$ cat src/inc/sbg_pkg.sv
`default_nettype none
package sbg_pkg;
    // apb map, byte addresses
    localparam int ADDR_W = 12;
    localparam logic [11:0] ADDR_CTRL = 12'h010;
    localparam logic [11:0] ADDR_STAT = 12'h014;
    localparam logic [11:0] ADDR_DATA = 12'h018;
    localparam logic [11:0] ADDR_BAUD = 12'h01c;
    localparam logic [11:0] ADDR_PSC = 12'h020;
    // baud_select fields
    localparam int BAUD_LIN_TX_BREAK_LENGTHEN = 7;
    localparam int BAUD_LIN_RX_BREAK_LENGTHEN = 6;
    localparam int BAUD_BPD_LSB = 4;
    localparam int BAUD_BD_LSB = 0;
    // fine_prescaler_select fields
    localparam int PSC_PD_LSB = 5;
    localparam int PSC_INS_LSB = 0;
    // control fields
    localparam int CTRL_EN = 0;
    localparam int CTRL_M = 1;
    localparam int CTRL_SRC = 2;
    localparam int CTRL_SEND_BRK = 3;
    // status fields
    localparam int STAT_BRK = 0;
    localparam int STAT_RXF = 1;
    localparam int STAT_TXB = 2;
    localparam int STAT_LEN_LSB = 4;
    // reset values
    localparam logic [7:0] BAUD_RST = 8'h00;
    localparam logic [7:0] PSC_RST = 8'h00;
    localparam logic [3:0] CTRL_RST = 4'h0;
    // divider chain
    localparam int RT_PER_BIT = 16;
    localparam int RT_PRE_LOG2 = 2;
    localparam logic [3:0] RT_LAST = 4'hf;
    // break lengths in bit times
    localparam logic [3:0] RX_BRK_NORM = 4'ha;
    localparam logic [3:0] RX_BRK_LIN = 4'hb;
    localparam logic [3:0] TX_BRK_NORM = 4'ha;
    localparam logic [3:0] TX_BRK_LIN = 4'hd;

    typedef enum logic [1:0] {
        SBG_TX_IDLE = 2'b01,
        SBG_TX_BRK = 2'b10
    } sbg_tx_state_t;

    function automatic logic [3:0] sbg_bpd(input logic [1:0] sel);
        case (sel)
            2'b00: sbg_bpd = 4'h1;
            2'b01: sbg_bpd = 4'h3;
            2'b10: sbg_bpd = 4'h4;
            default: sbg_bpd = 4'hd;
        endcase
    endfunction

    // break length: base for the mode plus one for 9-bit words
    function automatic logic [3:0] sbg_brk_len(input logic [3:0] base,
                                               input logic m);
        sbg_brk_len = base + {3'h0, m};
    endfunction
endpackage
`default_nettype wire

$ cat src/inc/sbg_clk_if.sv
`timescale 1ns/1ps
`default_nettype none
interface sbg_clk_if;
    logic en;
    logic src_en;
    logic [2:0] pd_sel;
    logic [4:0] ins_sel;
    logic [1:0] bpd_sel;
    logic [2:0] bd_sel;
    logic presc_en;
    logic rt_tick;
    logic bit_tick;
    modport presc (input en, src_en, pd_sel, ins_sel, output presc_en);
    modport div (input en, presc_en, bpd_sel, bd_sel,
                 output rt_tick, bit_tick);
    modport top (output en, src_en, pd_sel, ins_sel, bpd_sel, bd_sel,
                 input presc_en, rt_tick, bit_tick);
endinterface
`default_nettype wire

$ cat src/logic/sbg_baud_div.sv
`timescale 1ns/1ps
`default_nettype none
module sbg_baud_div
    import sbg_pkg::*;
(
    // clock and reset
    input wire logic pclk,
    input wire logic presetn,
    // divider chain
    sbg_clk_if.div cif
);
    logic [12:0] cnt_q, cnt_d;
    logic [3:0] rt_q, rt_d;
    logic [12:0] lim;
    logic rt;

    always_comb begin
        lim = (13'(sbg_bpd(cif.bpd_sel)) <<
               (4'(cif.bd_sel) + 4'(RT_PRE_LOG2))) - 13'h1;
        rt = cif.presc_en && (cnt_q == lim);
        cnt_d = cnt_q;
        rt_d = rt_q;
        if (!cif.en) begin
            cnt_d = 13'h0;
            rt_d = 4'h0;
        end else if (rt) begin
            cnt_d = 13'h0;
            rt_d = rt_q + 4'h1;
        end else if (cif.presc_en) begin
            cnt_d = cnt_q + 13'h1;
        end
    end

    always_ff @(posedge pclk or negedge presetn) begin
        if (!presetn) begin
            cnt_q <= 13'h0;
            rt_q <= 4'h0;
        end else begin
            cnt_q <= cnt_d;
            rt_q <= rt_d;
        end
    end

    assign cif.rt_tick = rt;
    assign cif.bit_tick = rt && (rt_q == RT_LAST);
endmodule
`default_nettype wire

$ cat src/logic/sbg_fine_presc.sv
`timescale 1ns/1ps
`default_nettype none
module sbg_fine_presc
    import sbg_pkg::*;
(
    // clock and reset
    input wire logic pclk,
    input wire logic presetn,
    // divider chain
    sbg_clk_if.presc cif
);
    logic [3:0] cnt_q, cnt_d;
    logic [4:0] acc_q, acc_d;
    logic ext_q, ext_d;
    logic [5:0] acc_sum;
    logic [3:0] lim;
    logic wrap;

    always_comb begin
        lim = {1'b0, cif.pd_sel} + {3'h0, ext_q};
        wrap = cif.src_en && (cnt_q == lim);
        acc_sum = {1'b0, acc_q} + {1'b0, cif.ins_sel};
        cnt_d = cnt_q;
        acc_d = acc_q;
        ext_d = ext_q;
        if (!cif.en || cif.pd_sel == 3'h0) begin
            cnt_d = 4'h0;
            acc_d = 5'h0;
            ext_d = 1'b0;
        end else if (wrap) begin
            // period is pd_sel plus one input clocks, one more on a carry
            cnt_d = 4'h0;
            acc_d = acc_sum[4:0];
            ext_d = acc_sum[5];
        end else if (cif.src_en) begin
            cnt_d = cnt_q + 4'h1;
        end
    end

    always_ff @(posedge pclk or negedge presetn) begin
        if (!presetn) begin
            cnt_q <= 4'h0;
            acc_q <= 5'h0;
            ext_q <= 1'b0;
        end else begin
            cnt_q <= cnt_d;
            acc_q <= acc_d;
            ext_q <= ext_d;
        end
    end

    // bypass skips both the divider and the insertion
    assign cif.presc_en = (cif.pd_sel == 3'h0) ? cif.src_en : wrap;
endmodule
`default_nettype wire

$ cat src/logic/sbg_top.sv
`timescale 1ns/1ps
`default_nettype none
module sbg_top
    import sbg_pkg::*;
(
    // clock and reset
    input wire logic pclk,
    input wire logic presetn,
    // apb slave
    input wire logic psel,
    input wire logic penable,
    input wire logic pwrite,
    input wire logic [11:0] paddr,
    input wire logic [31:0] pwdata,
    output logic [31:0] prdata,
    output logic pready,
    output logic pslverr,
    // clock source pin
    input wire logic osc_reference_clock,
    // line
    input wire logic rx_line,
    output logic tx_break_low,
    // shift register side
    input wire logic rx_load,
    input wire logic [7:0] rx_byte,
    output logic tx_load,
    output logic [7:0] tx_data_bits,
    // timing to shift registers
    output logic rt_tick,
    output logic bit_tick
);
    sbg_clk_if cif ();

    logic [7:0] baud_select_q, baud_select_d;
    logic [7:0] fine_prescaler_select_q, fine_prescaler_select_d;
    logic [2:0] ctrl_q, ctrl_d;
    logic [7:0] rx_data_bits_q, rx_data_bits_d;
    logic [7:0] tx_data_q, tx_data_d;
    logic [31:0] prdata_q, prdata_d;
    logic tx_load_q, tx_load_d;
    logic brk_det_q, brk_det_d;
    logic rx_full_q, rx_full_d;
    logic [1:0] osc_s_q, rx_s_q;
    logic osc_old_q;
    logic [7:0] low_q, low_d;
    logic armed_q, armed_d;
    logic [3:0] meas_q, meas_d;
    sbg_tx_state_t tx_st_q, tx_st_d;
    logic [3:0] tx_cnt_q, tx_cnt_d;
    logic setup, wr, rd, hit;
    logic module_enable_bit, word_mode, baud_clock_source_sel;
    logic lin_tx_break_lengthen, lin_rx_break_lengthen;
    logic [3:0] rx_len, tx_len;
    logic rx_low, send_brk;

    assign module_enable_bit = ctrl_q[CTRL_EN];
    assign word_mode = ctrl_q[CTRL_M];
    assign baud_clock_source_sel = ctrl_q[CTRL_SRC];
    assign lin_tx_break_lengthen = baud_select_q[BAUD_LIN_TX_BREAK_LENGTHEN];
    assign lin_rx_break_lengthen = baud_select_q[BAUD_LIN_RX_BREAK_LENGTHEN];

    // apb decode
    assign setup = psel && !penable;
    assign wr = psel && penable && pwrite;
    assign rd = psel && penable && !pwrite;
    always_comb begin
        hit = 1'b1;
        if (paddr == ADDR_CTRL) begin
            hit = 1'b1;
        end else if (paddr == ADDR_STAT) begin
            hit = 1'b1;
        end else if (paddr == ADDR_DATA) begin
            hit = 1'b1;
        end else if (paddr == ADDR_BAUD) begin
            hit = 1'b1;
        end else if (paddr == ADDR_PSC) begin
            hit = 1'b1;
        end else begin
            hit = 1'b0;
        end
    end
    assign pready = 1'b1;
    assign pslverr = psel && penable && !hit;
    assign send_brk = wr && paddr == ADDR_CTRL && pwdata[CTRL_SEND_BRK];

    // registers
    always_comb begin
        baud_select_d = baud_select_q;
        fine_prescaler_select_d = fine_prescaler_select_q;
        ctrl_d = ctrl_q;
        if (wr && paddr == ADDR_BAUD) begin
            baud_select_d = pwdata[7:0];
        end
        if (wr && paddr == ADDR_PSC) begin
            fine_prescaler_select_d = pwdata[7:0];
        end
        if (wr && paddr == ADDR_CTRL) begin
            ctrl_d = pwdata[2:0];
        end
    end

    always_ff @(posedge pclk or negedge presetn) begin
        if (!presetn) begin
            baud_select_q <= BAUD_RST;
            fine_prescaler_select_q <= PSC_RST;
            ctrl_q <= CTRL_RST[2:0];
        end else begin
            baud_select_q <= baud_select_d;
            fine_prescaler_select_q <= fine_prescaler_select_d;
            ctrl_q <= ctrl_d;
        end
    end

    // data buffer, no reset on purpose
    always_comb begin
        rx_data_bits_d = rx_data_bits_q;
        tx_data_d = tx_data_q;
        if (rx_load) begin
            rx_data_bits_d = rx_byte;
        end
        if (wr && paddr == ADDR_DATA) begin
            tx_data_d = pwdata[7:0];
        end
    end

    always_ff @(posedge pclk) begin
        rx_data_bits_q <= rx_data_bits_d;
        tx_data_q <= tx_data_d;
    end
    assign tx_data_bits = tx_data_q;

    // read data and flags
    always_comb begin
        prdata_d = prdata_q;
        tx_load_d = wr && paddr == ADDR_DATA;
        if (setup && !pwrite) begin
            prdata_d = 32'h0;
            if (paddr == ADDR_CTRL) begin
                prdata_d[2:0] = ctrl_q;
            end else if (paddr == ADDR_STAT) begin
                prdata_d[STAT_BRK] = brk_det_q;
                prdata_d[STAT_RXF] = rx_full_q;
                prdata_d[STAT_TXB] = tx_st_q == SBG_TX_BRK;
                prdata_d[STAT_LEN_LSB +: 4] = meas_q;
            end else if (paddr == ADDR_DATA) begin
                prdata_d[7:0] = rx_data_bits_q;
            end else if (paddr == ADDR_BAUD) begin
                prdata_d[7:0] = baud_select_q;
            end else if (paddr == ADDR_PSC) begin
                prdata_d[7:0] = fine_prescaler_select_q;
            end
        end
        // a new byte beats the clearing read
        rx_full_d = rx_load || (rx_full_q && !(rd && paddr == ADDR_DATA));
    end

    always_ff @(posedge pclk or negedge presetn) begin
        if (!presetn) begin
            prdata_q <= 32'h0;
            tx_load_q <= 1'b0;
            rx_full_q <= 1'b0;
        end else begin
            prdata_q <= prdata_d;
            tx_load_q <= tx_load_d;
            rx_full_q <= rx_full_d;
        end
    end
    assign prdata = prdata_q;
    assign tx_load = tx_load_q;

    // pin synchronisers
    always_ff @(posedge pclk or negedge presetn) begin
        if (!presetn) begin
            osc_s_q <= 2'b00;
            rx_s_q <= 2'b11;
            osc_old_q <= 1'b0;
        end else begin
            osc_s_q <= {osc_s_q[0], osc_reference_clock};
            rx_s_q <= {rx_s_q[0], rx_line};
            osc_old_q <= osc_s_q[1];
        end
    end

    // clock source select and divider chain
    assign cif.en = module_enable_bit;
    assign cif.src_en = module_enable_bit && (!baud_clock_source_sel ||
        (osc_s_q[1] && !osc_old_q));
    assign cif.pd_sel = fine_prescaler_select_q[PSC_PD_LSB +: 3];
    assign cif.ins_sel = fine_prescaler_select_q[PSC_INS_LSB +: 5];
    assign cif.bpd_sel = baud_select_q[BAUD_BPD_LSB +: 2];
    assign cif.bd_sel = baud_select_q[BAUD_BD_LSB +: 3];

    // prescaler with evenly spread insertion, then bpd, bd and 64
    sbg_fine_presc u_presc (
        .pclk(pclk),
        .presetn(presetn),
        .cif(cif)
    );
    sbg_baud_div u_div (
        .pclk(pclk),
        .presetn(presetn),
        .cif(cif)
    );
    // one rate for both directions
    assign rt_tick = cif.rt_tick;
    assign bit_tick = cif.bit_tick;

    // break lengths by lin controls and word length
    always_comb begin
        rx_len = sbg_brk_len(RX_BRK_NORM, word_mode);
        tx_len = sbg_brk_len(TX_BRK_NORM, word_mode);
        if (lin_rx_break_lengthen && !lin_tx_break_lengthen) begin
            rx_len = sbg_brk_len(RX_BRK_LIN, word_mode);
        end
        if (lin_tx_break_lengthen) begin
            tx_len = sbg_brk_len(TX_BRK_LIN, word_mode);
            if (lin_rx_break_lengthen) begin
                rx_len = sbg_brk_len(RX_BRK_LIN, word_mode);
            end
        end
    end

    // receive break detector, counted in rt ticks
    assign rx_low = !rx_s_q[1];
    always_comb begin
        low_d = low_q;
        armed_d = armed_q;
        meas_d = meas_q;
        brk_det_d = brk_det_q;
        if (rd && paddr == ADDR_DATA) begin
            brk_det_d = 1'b0;
        end
        if (!module_enable_bit) begin
            low_d = 8'h0;
        end else if (rt_tick && rx_low) begin
            if (low_q != 8'hff) begin
                low_d = low_q + 8'h1;
            end
            if (armed_q && low_q == {rx_len, 4'h0} - 8'h1) begin
                brk_det_d = 1'b1;
                armed_d = 1'b0;
            end
        end else if (rt_tick) begin
            if (!armed_q && low_q != 8'h0) begin
                meas_d = low_q[7:4];
            end
            low_d = 8'h0;
            armed_d = 1'b1;
        end
    end

    always_ff @(posedge pclk or negedge presetn) begin
        if (!presetn) begin
            low_q <= 8'h0;
            armed_q <= 1'b0;
            meas_q <= 4'h0;
            brk_det_q <= 1'b0;
        end else begin
            low_q <= low_d;
            armed_q <= armed_d;
            meas_q <= meas_d;
            brk_det_q <= brk_det_d;
        end
    end

    // transmit break generator
    always_comb begin
        tx_st_d = tx_st_q;
        tx_cnt_d = tx_cnt_q;
        case (tx_st_q)
            SBG_TX_IDLE: begin
                tx_cnt_d = 4'h0;
                if (send_brk && module_enable_bit) begin
                    tx_st_d = SBG_TX_BRK;
                end
            end
            SBG_TX_BRK: begin
                if (!module_enable_bit) begin
                    tx_st_d = SBG_TX_IDLE;
                end else if (bit_tick) begin
                    tx_cnt_d = tx_cnt_q + 4'h1;
                    if (tx_cnt_q == tx_len - 4'h1) begin
                        tx_st_d = SBG_TX_IDLE;
                    end
                end
            end
            default: begin
                tx_st_d = SBG_TX_IDLE;
            end
        endcase
    end

    always_ff @(posedge pclk or negedge presetn) begin
        if (!presetn) begin
            tx_st_q <= SBG_TX_IDLE;
            tx_cnt_q <= 4'h0;
        end else begin
            tx_st_q <= tx_st_d;
            tx_cnt_q <= tx_cnt_d;
        end
    end
    assign tx_break_low = tx_st_q == SBG_TX_BRK;
endmodule
`default_nettype wire

$ cat config.mk
export PLATFORM = sky130hd
export DESIGN_NAME = sbg_top
export DESIGN_NICKNAME = d
export VERILOG_FILES = /design/src/inc/sbg_pkg.sv /design/src/inc/sbg_clk_if.sv /design/src/logic/sbg_baud_div.sv /design/src/logic/sbg_fine_presc.sv /design/src/logic/sbg_top.sv
export SDC_FILE = /design/constraint.sdc
export NUM_CORES = 1
export LEC_CHECK = 0
export BUFFER_PORTS_ARGS = -buffer_cell sky130_fd_sc_hd__buf_4
export CAP_MARGIN = 20
export CORE_UTILIZATION = 30
export DETAILED_ROUTE_END_ITERATION = 8
export PLACE_DENSITY = 0.57
export SLEW_MARGIN = 5
export SYNTH_ARGS = -nofsm -noshare
export SYNTH_HDL_FRONTEND = slang
export SYNTH_SLANG_ARGS = --single-unit
export TNS_END_PERCENT = 20
$ cat constraint.sdc
create_clock -name pclk -period 12.75 [get_ports pclk]
set_input_delay 2.55 -clock pclk [delete_from_list [all_inputs] [get_ports pclk]]
set_output_delay 2.55 -clock pclk [all_outputs]
set_load 0.01 [all_outputs]
* After elaboration in Yosys (flattened, before gate mapping)
Index checks and enable logic that the tools add are counted.
** Word-level totals
- Bits in registers :: 97
- Input port bits :: 60
- Output and inout port bits :: 46
- Word-level logic and storage cells :: 161
** Cells by class
- $add $sub $neg :: 14
- Equality and inequality tests :: 25
- Shift-type cells :: 1
- Mux-type cells :: 50
- Bitwise logic cells :: 1
- Reduce and logical (&&, ||, !) cells :: 48
** Operators by type and width (count)
- 2-to-1 mux 8 bit :: 7
- equality test 12 x 5 -> 1 bit (second input constant) :: 4
- 2-to-1 mux 4 bit :: 12
- 2-to-1 mux 13 bit :: 3
- logical AND 1 bit :: 23
- 2-to-1 mux 1 bit :: 16
- 2-to-1 mux 5 bit :: 3
- adder 13 x 1 -> 13 bit (second input constant) :: 1
- equality test 13 bit :: 1
- left shift 4 x 4 -> 13 bit :: 1
- subtractor 13 x 1 -> 13 bit (second input constant) :: 1
- adder 4 x 1 -> 4 bit (second input constant) :: 3
- equality test 12 x 6 -> 1 bit (second input constant) :: 1
- inequality test 3 x 2 -> 1 bit (second input constant) :: 4
- one-hot mux 4 bit (3 select lines) :: 1
- zero test 1 bit :: 10
- AND reduction 3 bit :: 3
- adder 4 x 1 -> 4 bit (first input constant) :: 2
- adder 8 x 1 -> 8 bit (second input constant) :: 1
- equality test 4 bit :: 2
- equality test 8 bit :: 1
- 2-to-1 mux 2 bit :: 4
- inequality test 8 bit (second input constant) :: 1
- one-hot mux 4 bit (2 select lines) :: 1
- other kinds (23) :: 33

* Logic depth before layout (Yosys ltp)
Gate-level depths: netlist (run 1).
- Depth in word-level cells :: 11
- Mapped depth :: 17

* By module
Synthesis (run 1) repeated with hierarchy kept, for this count alone.
** Unflattened totals
- Cells, all modules :: 640
- Area total of the unflattened synthesis :: 6301.0 um2
** Modules (own cells, without submodules)
- sbg_top :: instances 1, cells an instance 336, area an instance 3747.3 um2, seq. area each 1835.5 um2
- sbg_baud_div :: instances 1, cells an instance 229, area an instance 1830.5 um2, seq. area each 425.4 um2
- sbg_fine_presc :: instances 1, cells an instance 75, area an instance 723.2 um2, seq. area each 250.2 um2

* Least setup slack after synthesis (run 1)
Ideal clock, no wire load.
- Kind :: input to output
- Start :: input port paddr[9]
- End :: output port pslverr
- Data arrival time :: 3.529 ns
- Path slack :: 6.671 ns
- Stages on the path :: 5
- Cells stage by stage :: nor4_1 > nand2_1 > nor4bb_1 > clkbuf_1 > nor3_1
** On the way
- Longest elaborated chain between the ends :: 8
- Elaborated cells on any way between the ends :: 12
- Classes of those cells :: eq/ne (5); mux (5); reduce/logical (2)
** RTL lines
- from (decl) :: RTL line sbg_top.sv:13 : input wire logic [11:0] paddr,
- equality test 12 x 6 -> 1 bit :: RTL line sbg_top.sv:76 : end else if (paddr == ADDR_PSC) begin
- 2-to-1 mux 1 bit :: RTL line sbg_top.sv:76
- 2-to-1 mux 1 bit :: RTL line sbg_top.sv:74 : end else if (paddr == ADDR_BAUD) begin
- 2-to-1 mux 1 bit :: RTL line sbg_top.sv:72 : end else if (paddr == ADDR_DATA) begin
- 2-to-1 mux 1 bit :: RTL line sbg_top.sv:70 : end else if (paddr == ADDR_STAT) begin
- 2-to-1 mux 1 bit (*) :: RTL line sbg_top.sv:68 : if (paddr == ADDR_CTRL) begin
- zero test 1 bit (*) :: RTL line sbg_top.sv:83 : assign pslverr = psel && penable && !hit;
- logical AND 1 bit (*) :: RTL line sbg_top.sv:83
- to (decl) :: RTL line sbg_top.sv:17 : output logic pslverr,
Mark *: on every way between the ends. The rest lies on a longest branch, timed or not.

* Final worst setup path (run 1)
- Start :: register baud_select_q[1]
- End :: output port bit_tick
** On the way
- Longest elaborated chain between the ends :: 6
** RTL lines
- from (decl) :: RTL line sbg_top.sv:34 : logic [7:0] baud_select_q, baud_select_d;
- from (signal assigned) :: RTL line sbg_top.sv:108 : baud_select_q <= baud_select_d;
- adder 3 x 2 -> 4 bit :: RTL line sbg_baud_div.sv:19 : (4'(cif.bd_sel) + 4'(RT_PRE_LOG2))) - 13'h1;
- left shift 4 x 4 -> 13 bit :: RTL line sbg_baud_div.sv:18 : lim = (13'(sbg_bpd(cif.bpd_sel)) <<
- subtractor 13 x 1 -> 13 bit :: RTL line sbg_baud_div.sv:19
- equality test 13 bit :: RTL line sbg_baud_div.sv:20 : rt = cif.presc_en && (cnt_q == lim);
- logical AND 1 bit :: RTL line sbg_baud_div.sv:20
- logical AND 1 bit :: RTL line sbg_baud_div.sv:45 : assign cif.bit_tick = rt && (rt_q == RT_LAST);
- to (decl) :: RTL line sbg_top.sv:30 : output logic bit_tick
Every way passes these cells.

==> key figures, run 1 <==
STA
  – Worst slew margin: 38.77%
  – Setup tns final: 0 ps
  – Final Hold Viols: 0
  – Number of slew-limit violations in the final report: 0
  – Worst-Margin Slew: 912.3 ps
  – Post-layout min period: 7249 ps
  – Final period util: 56.85%
  – F_max: 0.1380 GHz
  – Final setup violation count: 0
  – RSZ-0062 raised after global routing: no
  – Worst hold margin: 352.1 ps
  – Worst Clk Skew: 14.28 ps

Floorplanning
  – Die Wd: 143.2 um
  – Initial Utilization: 30.64%
  – Height of the die: 143.2 um
  – Die Area: 20510 um^2
  – Cell row count: 51
  – Core area: 19530 um^2
  – Num ports: 106

Placement
  – Placed Area: 6529 um^2
  – Port Buf Inserts: 56
  – Detailed placer's ending HPWL: 10.21 mm
  – Gp weighted congestion: 0.8049

Logic synthesis
  – Mux share of post-synthesis cell area: 5.417%
  – Simple-gate portion of the synthesized area: 19.47%
  – Adder-Cell Fraction of Synth Area: 4.894%
  – XOR/XNOR Fraction of Synth Area: 6.024%
  – Syn_area_per_cell: 9.664 um^2
  – Cells after Synth: 619
  – Post-synthesis cell type count: 78
  – Compound-Gate Fraction of Synth Area: 15.02%
  – Synthesis Warnings: 0
  – Post-synth top flop: dfrtp_1
  – Post-synthesis sequential area ratio: 41.98%
  – Mapped cell area: 5982 um^2
  – #FFs+latches synth: 97
  – Ys async rst share: 83.51%
  – Main combinational cell family by area after synthesis: simple AND/OR/NAND/NOR gates
  – Post-synth EDFFs: 16

Global routing
  – First-pass GRT wire length: 23.01 mm
  – Antenna violations before repair: 0
  – GRT Overall Usage: 14.50%
  – Total gr overflow: 0
  – Number of global-route vias before repair: 4280
  – Largest net degree at the start of global routing: 57

Final layout
  – P&R area growth vs syn: 14.39%
  – Final instance area: 6843 um^2
  – Share of layout cells above drive strength 1: 17.75%
  – Multi-input logic area: 3149 um^2
  – Commonest cells after routing, fill and taps aside: 78 x dfrtp_1, 60 x buf_4, 52 x nand2_1
  – Filler cells: 2038
  – Commonest non-fill, non-tap cell in the layout: dfrtp_1
  – Final Util: 35.04%
  – Nets: 736
  – Register area: 2511 um^2
  – Antenna Cells: 0

Detailed routing
  – Drt total wl: 14.23 mm
  – Vias per inst: 5.015
  – Routed vias: 4634
  – Avg WL per Cell: 15.40 um
  – DR pass1 iterations: 6
  – 1st-iter DRT viols: 423
  – Final antenna-violating net count: 0
  – Drt drc: 0

Setup path
  – Critical-path top delay cell: ha_1
  – CP arrival: 4700 ps
  – Max stage delay on crit path: 840 ps
  – FF-to-FF Start: baud_select_q[1]$_DFFE_PN0P_
  – Required @ worst endpoint: 10200 ps
  – Setup CP Type: reg2out
  – Setup crit end kind: output port
  – Reg2reg setup slack: 8100 ps
  – R2R Path End: meas_q[0]$_DFFE_PN0P_
  – Worst R2R Path Depth: 12
  – Crit Path Max Fanout: 24
  – Startpoint Class: flip-flop
  – Worst path cell trace: ha_1 -> nor2_1 -> nand3_1 -> ha_1 -> inv_1 -> a221o_1 -> o31a_1 -> or3_4 -> a21oi_4 -> nor4bb_4 -> buf_4 -> and2_1 -> buf_4

Clock tree
  – H-tree levels: 3
  – Clk buf depth: 2
  – Clk sinks: 97
  – Clock-pin slew of the registers on the worst-case setup and hold paths: 70 ps
  – Skew-Pair Late Insertion Delay: 360 ps
  – Root buffer cell: clkbuf_16
  – CTS tree: done
  – Post-CTS Hold Fix Bufs: 0
  – Setup bufs post-CTS: 0
  – Cts repair resizes: 0
  – TritonCTS Buffers: 9

Pwr
  – Pwr/cell area: 113.4 nW/um^2
  – Peak VDD IR: 0.00009699 V
  – Tot Pwr: 776.3 uW
  – Leakage: 0.003074 uW

Min path
  – Min-Delay Path Class: reg2reg
  – Hold depth: 0
  – Hold Startpoint: osc_s_q[0]$_DFF_PN0_
  – Hold endpoint: osc_s_q[1]$_DFF_PN0_

Run
  – Maxcap violations: 0

Run status
  – Status: complete, no violations
-- stage by stage --
step / setup slack (ps) / cells
6_report: 5501 / 924
5_1_grt: 5192 / 924
4_1_cts: 5554 / 924
3_5_place_dp: 5942 / 908
3_3_place_gp: 5916 / 908
2_1_floorplan: 6671 / 642
-- power breakdown --
group          internal, uW  switching (uW)  leakage (uW)
clock network           156             131      0.000149
registers               338            21.8       0.00121
logic                  56.9            72.0       0.00171
-- Yosys cell counts (5+ instances only) --
cell type | count | area share, %
or3_1 | 6 | 0.63
a21o_1 | 7 | 0.88
o22ai_1 | 5 | 0.52
dfrtp_1 | 78 | 33
nor4_1 | 6 | 0.63
buf_2 | 8 | 0.67
a21oi_1 | 38 | 3.2
a222oi_1 | 8 | 1.3
and2_1 | 6 | 0.63
xor2_1 | 23 | 3.4
nand3_1 | 20 | 1.7
nand4_1 | 13 | 1.4
ha_1 | 21 | 4.4
clkbuf_1 | 21 | 1.3
xnor2_1 | 13 | 1.9
inv_1 | 23 | 1.4
nand2b_1 | 6 | 0.63
nor2_1 | 51 | 3.2
a31oi_1 | 14 | 1.5
edfxtp_1 | 16 | 8.0
nor3_1 | 11 | 0.92
nor2b_1 | 10 | 1.0
mux2_2 | 19 | 3.6
mux2i_1 | 5 | 0.84
nand2_1 | 52 | 3.3
buf_4 | 26 | 3.3
o21ai_0 | 18 | 1.5
and3_1 | 8 | 0.84
-- logic make-up after synthesis --
kind of cell | Yosys count
buffers and inverters | 82
adder cells (fa/ha/maj) | 23
AO/OA/AOI/OAI | 129
other | 2
XOR/XNOR | 38
multiplexers | 28
flip-flops | 97
AND/OR/NAND/NOR | 220
-- worst max-delay path, delay by kind of cell (launching register included) --
family | cells | cell delay [ps]
buffers and inverters | 3 | 480
DFF | 1 | 650
adders and majority gates | 2 | 1090
and+or+nand+nor | 5 | 1270
AOI/OAI and AO/OA | 3 | 840
-- flip-flops by register name (all words and copies together), names as in the netlist, 2 cells and up --
register / flops
rx_s_q: 2
ctrl_q: 3
rx_data_bits_q: 8
tx_data_bits: 8
baud_select_q: 8
low_q: 8
osc_s_q: 2
prdata: 8
tx_st_q: 2
tx_cnt_q: 4
u_presc.cnt_q: 4
meas_q: 4
fine_prescaler_select_q: 8
u_div.cnt_q: 13
u_presc.acc_q: 5
u_div.rt_q: 4
-- layer usage --
metal	vias to the layer above	GRT usage [%]	wire length, um
li1	2251	-	-
met1	2257	20.77	6933
met2	118	22.13	6554
met3	8	3.286	625
met4	0	3.135	114
met5	-	0	0
-- final cells by class --
cell class                 count  share of cell area, %
timing repair buffer          60                  6.583
clock inverter                 7                  1.298
sequential                    97                  36.70
inverter                      23                  1.262
tap                          265                  4.845
multi-input combinational    463                  46.02
clock buffer                   9                  3.291
-- worst max path at each step --
| stage | from | end | slack [ps] | cells after the start |
|---|---|---|---|---|
| finish | baud_select_q[1]$_DFFE_PN0P_ | bit_tick | 5500 | 13 |
| CTS | baud_select_q[1]$_DFFE_PN0P_ | bit_tick | 5550 | 13 |
| floorplan | paddr[9] | pslverr | 6670 | 5 |
| detailed placement | baud_select_q[1]$_DFFE_PN0P_ | bit_tick | 5940 | 13 |
| global placement | baud_select_q[1]$_DFFE_PN0P_ | bit_tick | 5920 | 13 |
| global route | baud_select_q[1]$_DFFE_PN0P_ | bit_tick | 5190 | 14 |
No activity file was read; power rests on OpenSTA's default activity.
==> run 2, diff against run 1 <==
PLACE_DENSITY = 0.59   (was 0.57)
clock period = 6.57 ns   (was 12.75 ns; I/O delays follow)
==> key figures, run 2 (same netlist as run 1, synthesis figures left out) <==
Final layout
  – Share of layout cells above drive strength 1: 18.00%
  – Antenna Cells: 0
  – Final instance area: 6867 um^2
  – Nets: 738
  – Commonest non-fill, non-tap cell in the layout: dfrtp_1
  – Reg with most FFs: u_div.cnt_q
  – Filler cells: 1990
  – Max reg flops: 13
  – P&R area growth vs syn: 14.79%
  – Layout Cells excl Fill: 926
  – Commonest cells after routing, fill and taps aside: 78 x dfrtp_1, 62 x buf_4, 52 x nand2_1

STA
  – Setup tns final: 0 ps
  – F_max: 0.1764 GHz
  – Final period util: 86.27%
  – Worst Clk Skew: 8.921 ps
  – Number of slew-limit violations in the final report: 0
  – Post-layout min period: 5668 ps
  – Final WS setup: 901.9 ps
  – Final setup violation count: 0
  – RSZ-0062 raised after global routing: no
  – Final Hold Viols: 0
  – Worst slew margin: 37.99%
  – Worst-Margin Slew: 930.1 ps

Clock tree
  – Skew-Pair Late Insertion Delay: 360 ps
  – Root buffer cell: clkbuf_16
  – H-tree levels: 3
  – Post-CTS Hold Fix Bufs: 0
  – Cts repair resizes: 0
  – Clock-pin slew of the registers on the worst-case setup and hold paths: 80 ps
  – Setup bufs post-CTS: 0
  – CTS tree: done
  – Clk sinks: 97
  – Clk buf depth: 2
  – TritonCTS Buffers: 9

Run
  – Maxcap violations: 0

Detailed routing
  – Drt drc: 0
  – Routed vias: 4625
  – Vias per inst: 4.995
  – Avg WL per Cell: 15.19 um
  – DR pass1 iterations: 5
  – Final antenna-violating net count: 0
  – Drt total wl: 14.07 mm
  – 1st-iter DRT viols: 407

Min path
  – Min-Delay Path Class: reg2reg
  – Hold endpoint: osc_s_q[1]$_DFF_PN0_
  – Hold depth: 0
  – Hold Startpoint: osc_s_q[0]$_DFF_PN0_

Global routing
  – GRT Overall Usage: 14.30%
  – Antenna violations before repair: 0
  – Total gr overflow: 0
  – Largest net degree at the start of global routing: 70
  – First-pass GRT wire length: 22.43 mm
  – Number of global-route vias before repair: 4163

Setup path
  – FF-to-FF Start: baud_select_q[1]$_DFFE_PN0P_
  – Required @ worst endpoint: 5260 ps
  – Max stage delay on crit path: 810 ps
  – WP buf/inv: 4
  – Critical-path top delay cell: dfrtp_1
  – CP arrival: 4350 ps
  – Worst path cell trace: ha_1 -> buf_4 -> nor2_1 -> nand3_1 -> ha_1 -> xor2_1 -> inv_1 -> or3_1 -> a21oi_1 -> o32ai_1 -> a21oi_4 -> nor4bb_4 -> buf_4 -> buf_4
  – Setup crit end kind: output port
  – R2R Path End: meas_q[3]$_DFFE_PN0P_
  – Startpoint Class: flip-flop
  – Worst R2R Path Depth: 14
  – Crit-path leading delay family: simple AND/OR/NAND/NOR gates
  – Top cell by count, worst path: buf_4
  – Reg2reg setup slack: 2110 ps
  – Cell count along the critical path: 14
  – Crit Path Max Fanout: 24
  – Setup CP Type: reg2out

Floorplanning
  – Height of the die: 143.2 um
  – Initial Utilization: 30.64%
  – Cell row count: 51
  – Num ports: 106
  – Die Wd: 143.2 um
  – Die Area: 20510 um^2
  – Core area: 19530 um^2

Pwr
  – Pwr/cell area: 221.8 nW/um^2
  – Peak VDD IR: 0.0001374 V
  – Leakage: 0.003092 uW

Placement
  – Placed Area: 6544 um^2
  – Gp weighted congestion: 0.8649
  – Placed cell count: 910
  – Port Buf Inserts: 56
  – Placement Setup Slack: 1315 ps
  – Detailed placer's ending HPWL: 9.953 mm

Run status
  – Status: complete, no violations
[run 2: cell type report]
class / count / area [um^2] / area share, %
Tap cell: 265 / 331.6 / 4.829
Inverter: 23 / 86.33 / 1.257
Multi-Input combinational cell: 463 / 3149 / 45.86
Clock inverter: 7 / 97.59 / 1.421
Sequential cell: 97 / 2511 / 36.57
Clock buffer: 9 / 225.2 / 3.280
Timing Repair Buffer: 62 / 465.4 / 6.778
[run 2: per-layer routing]
metal  GRT usage (%)  up-vias  share of wire [%]  wire length (um)
li1                -     2248                  -                 -
met1           20.89     2270                 51              7126
met2           21.03       93                 44              6241
met3           3.555       14                3.8               532
met4           3.247        0                1.2               165
met5               0        -                  0                 0
[run 2: worst max-delay path by stage]
stage,start,to
after floorplan,baud_select_q[5]$_DFFE_PN0P_,bit_tick
after global placement,baud_select_q[1]$_DFFE_PN0P_,rt_tick
after detailed placement,baud_select_q[1]$_DFFE_PN0P_,rt_tick
after CTS,baud_select_q[1]$_DFFE_PN0P_,rt_tick
after global routing,baud_select_q[1]$_DFFE_PN0P_,rt_tick
final,baud_select_q[1]$_DFFE_PN0P_,rt_tick
[run 2: report_power, final]
group	switching (uW)	internal, uW	total [uW]	leakage (uW)
clock	266	307	573	0.000157
combinational	141	111	252	0.00172
sequential	42.0	656	698	0.00121
[run 2: metrics by stage]
stage / hold WS [ps] / util (%) / power (uW)
floorplan: 331.2 / - / 879.2
global placement: 336.1 / 33.51 / 959.7
detailed placement: 334.7 / 33.51 / 964.6
CTS: 352.3 / 35.17 / 1545
global route: 363.7 / 35.17 / 1600
finish: 351.6 / 35.17 / 1523
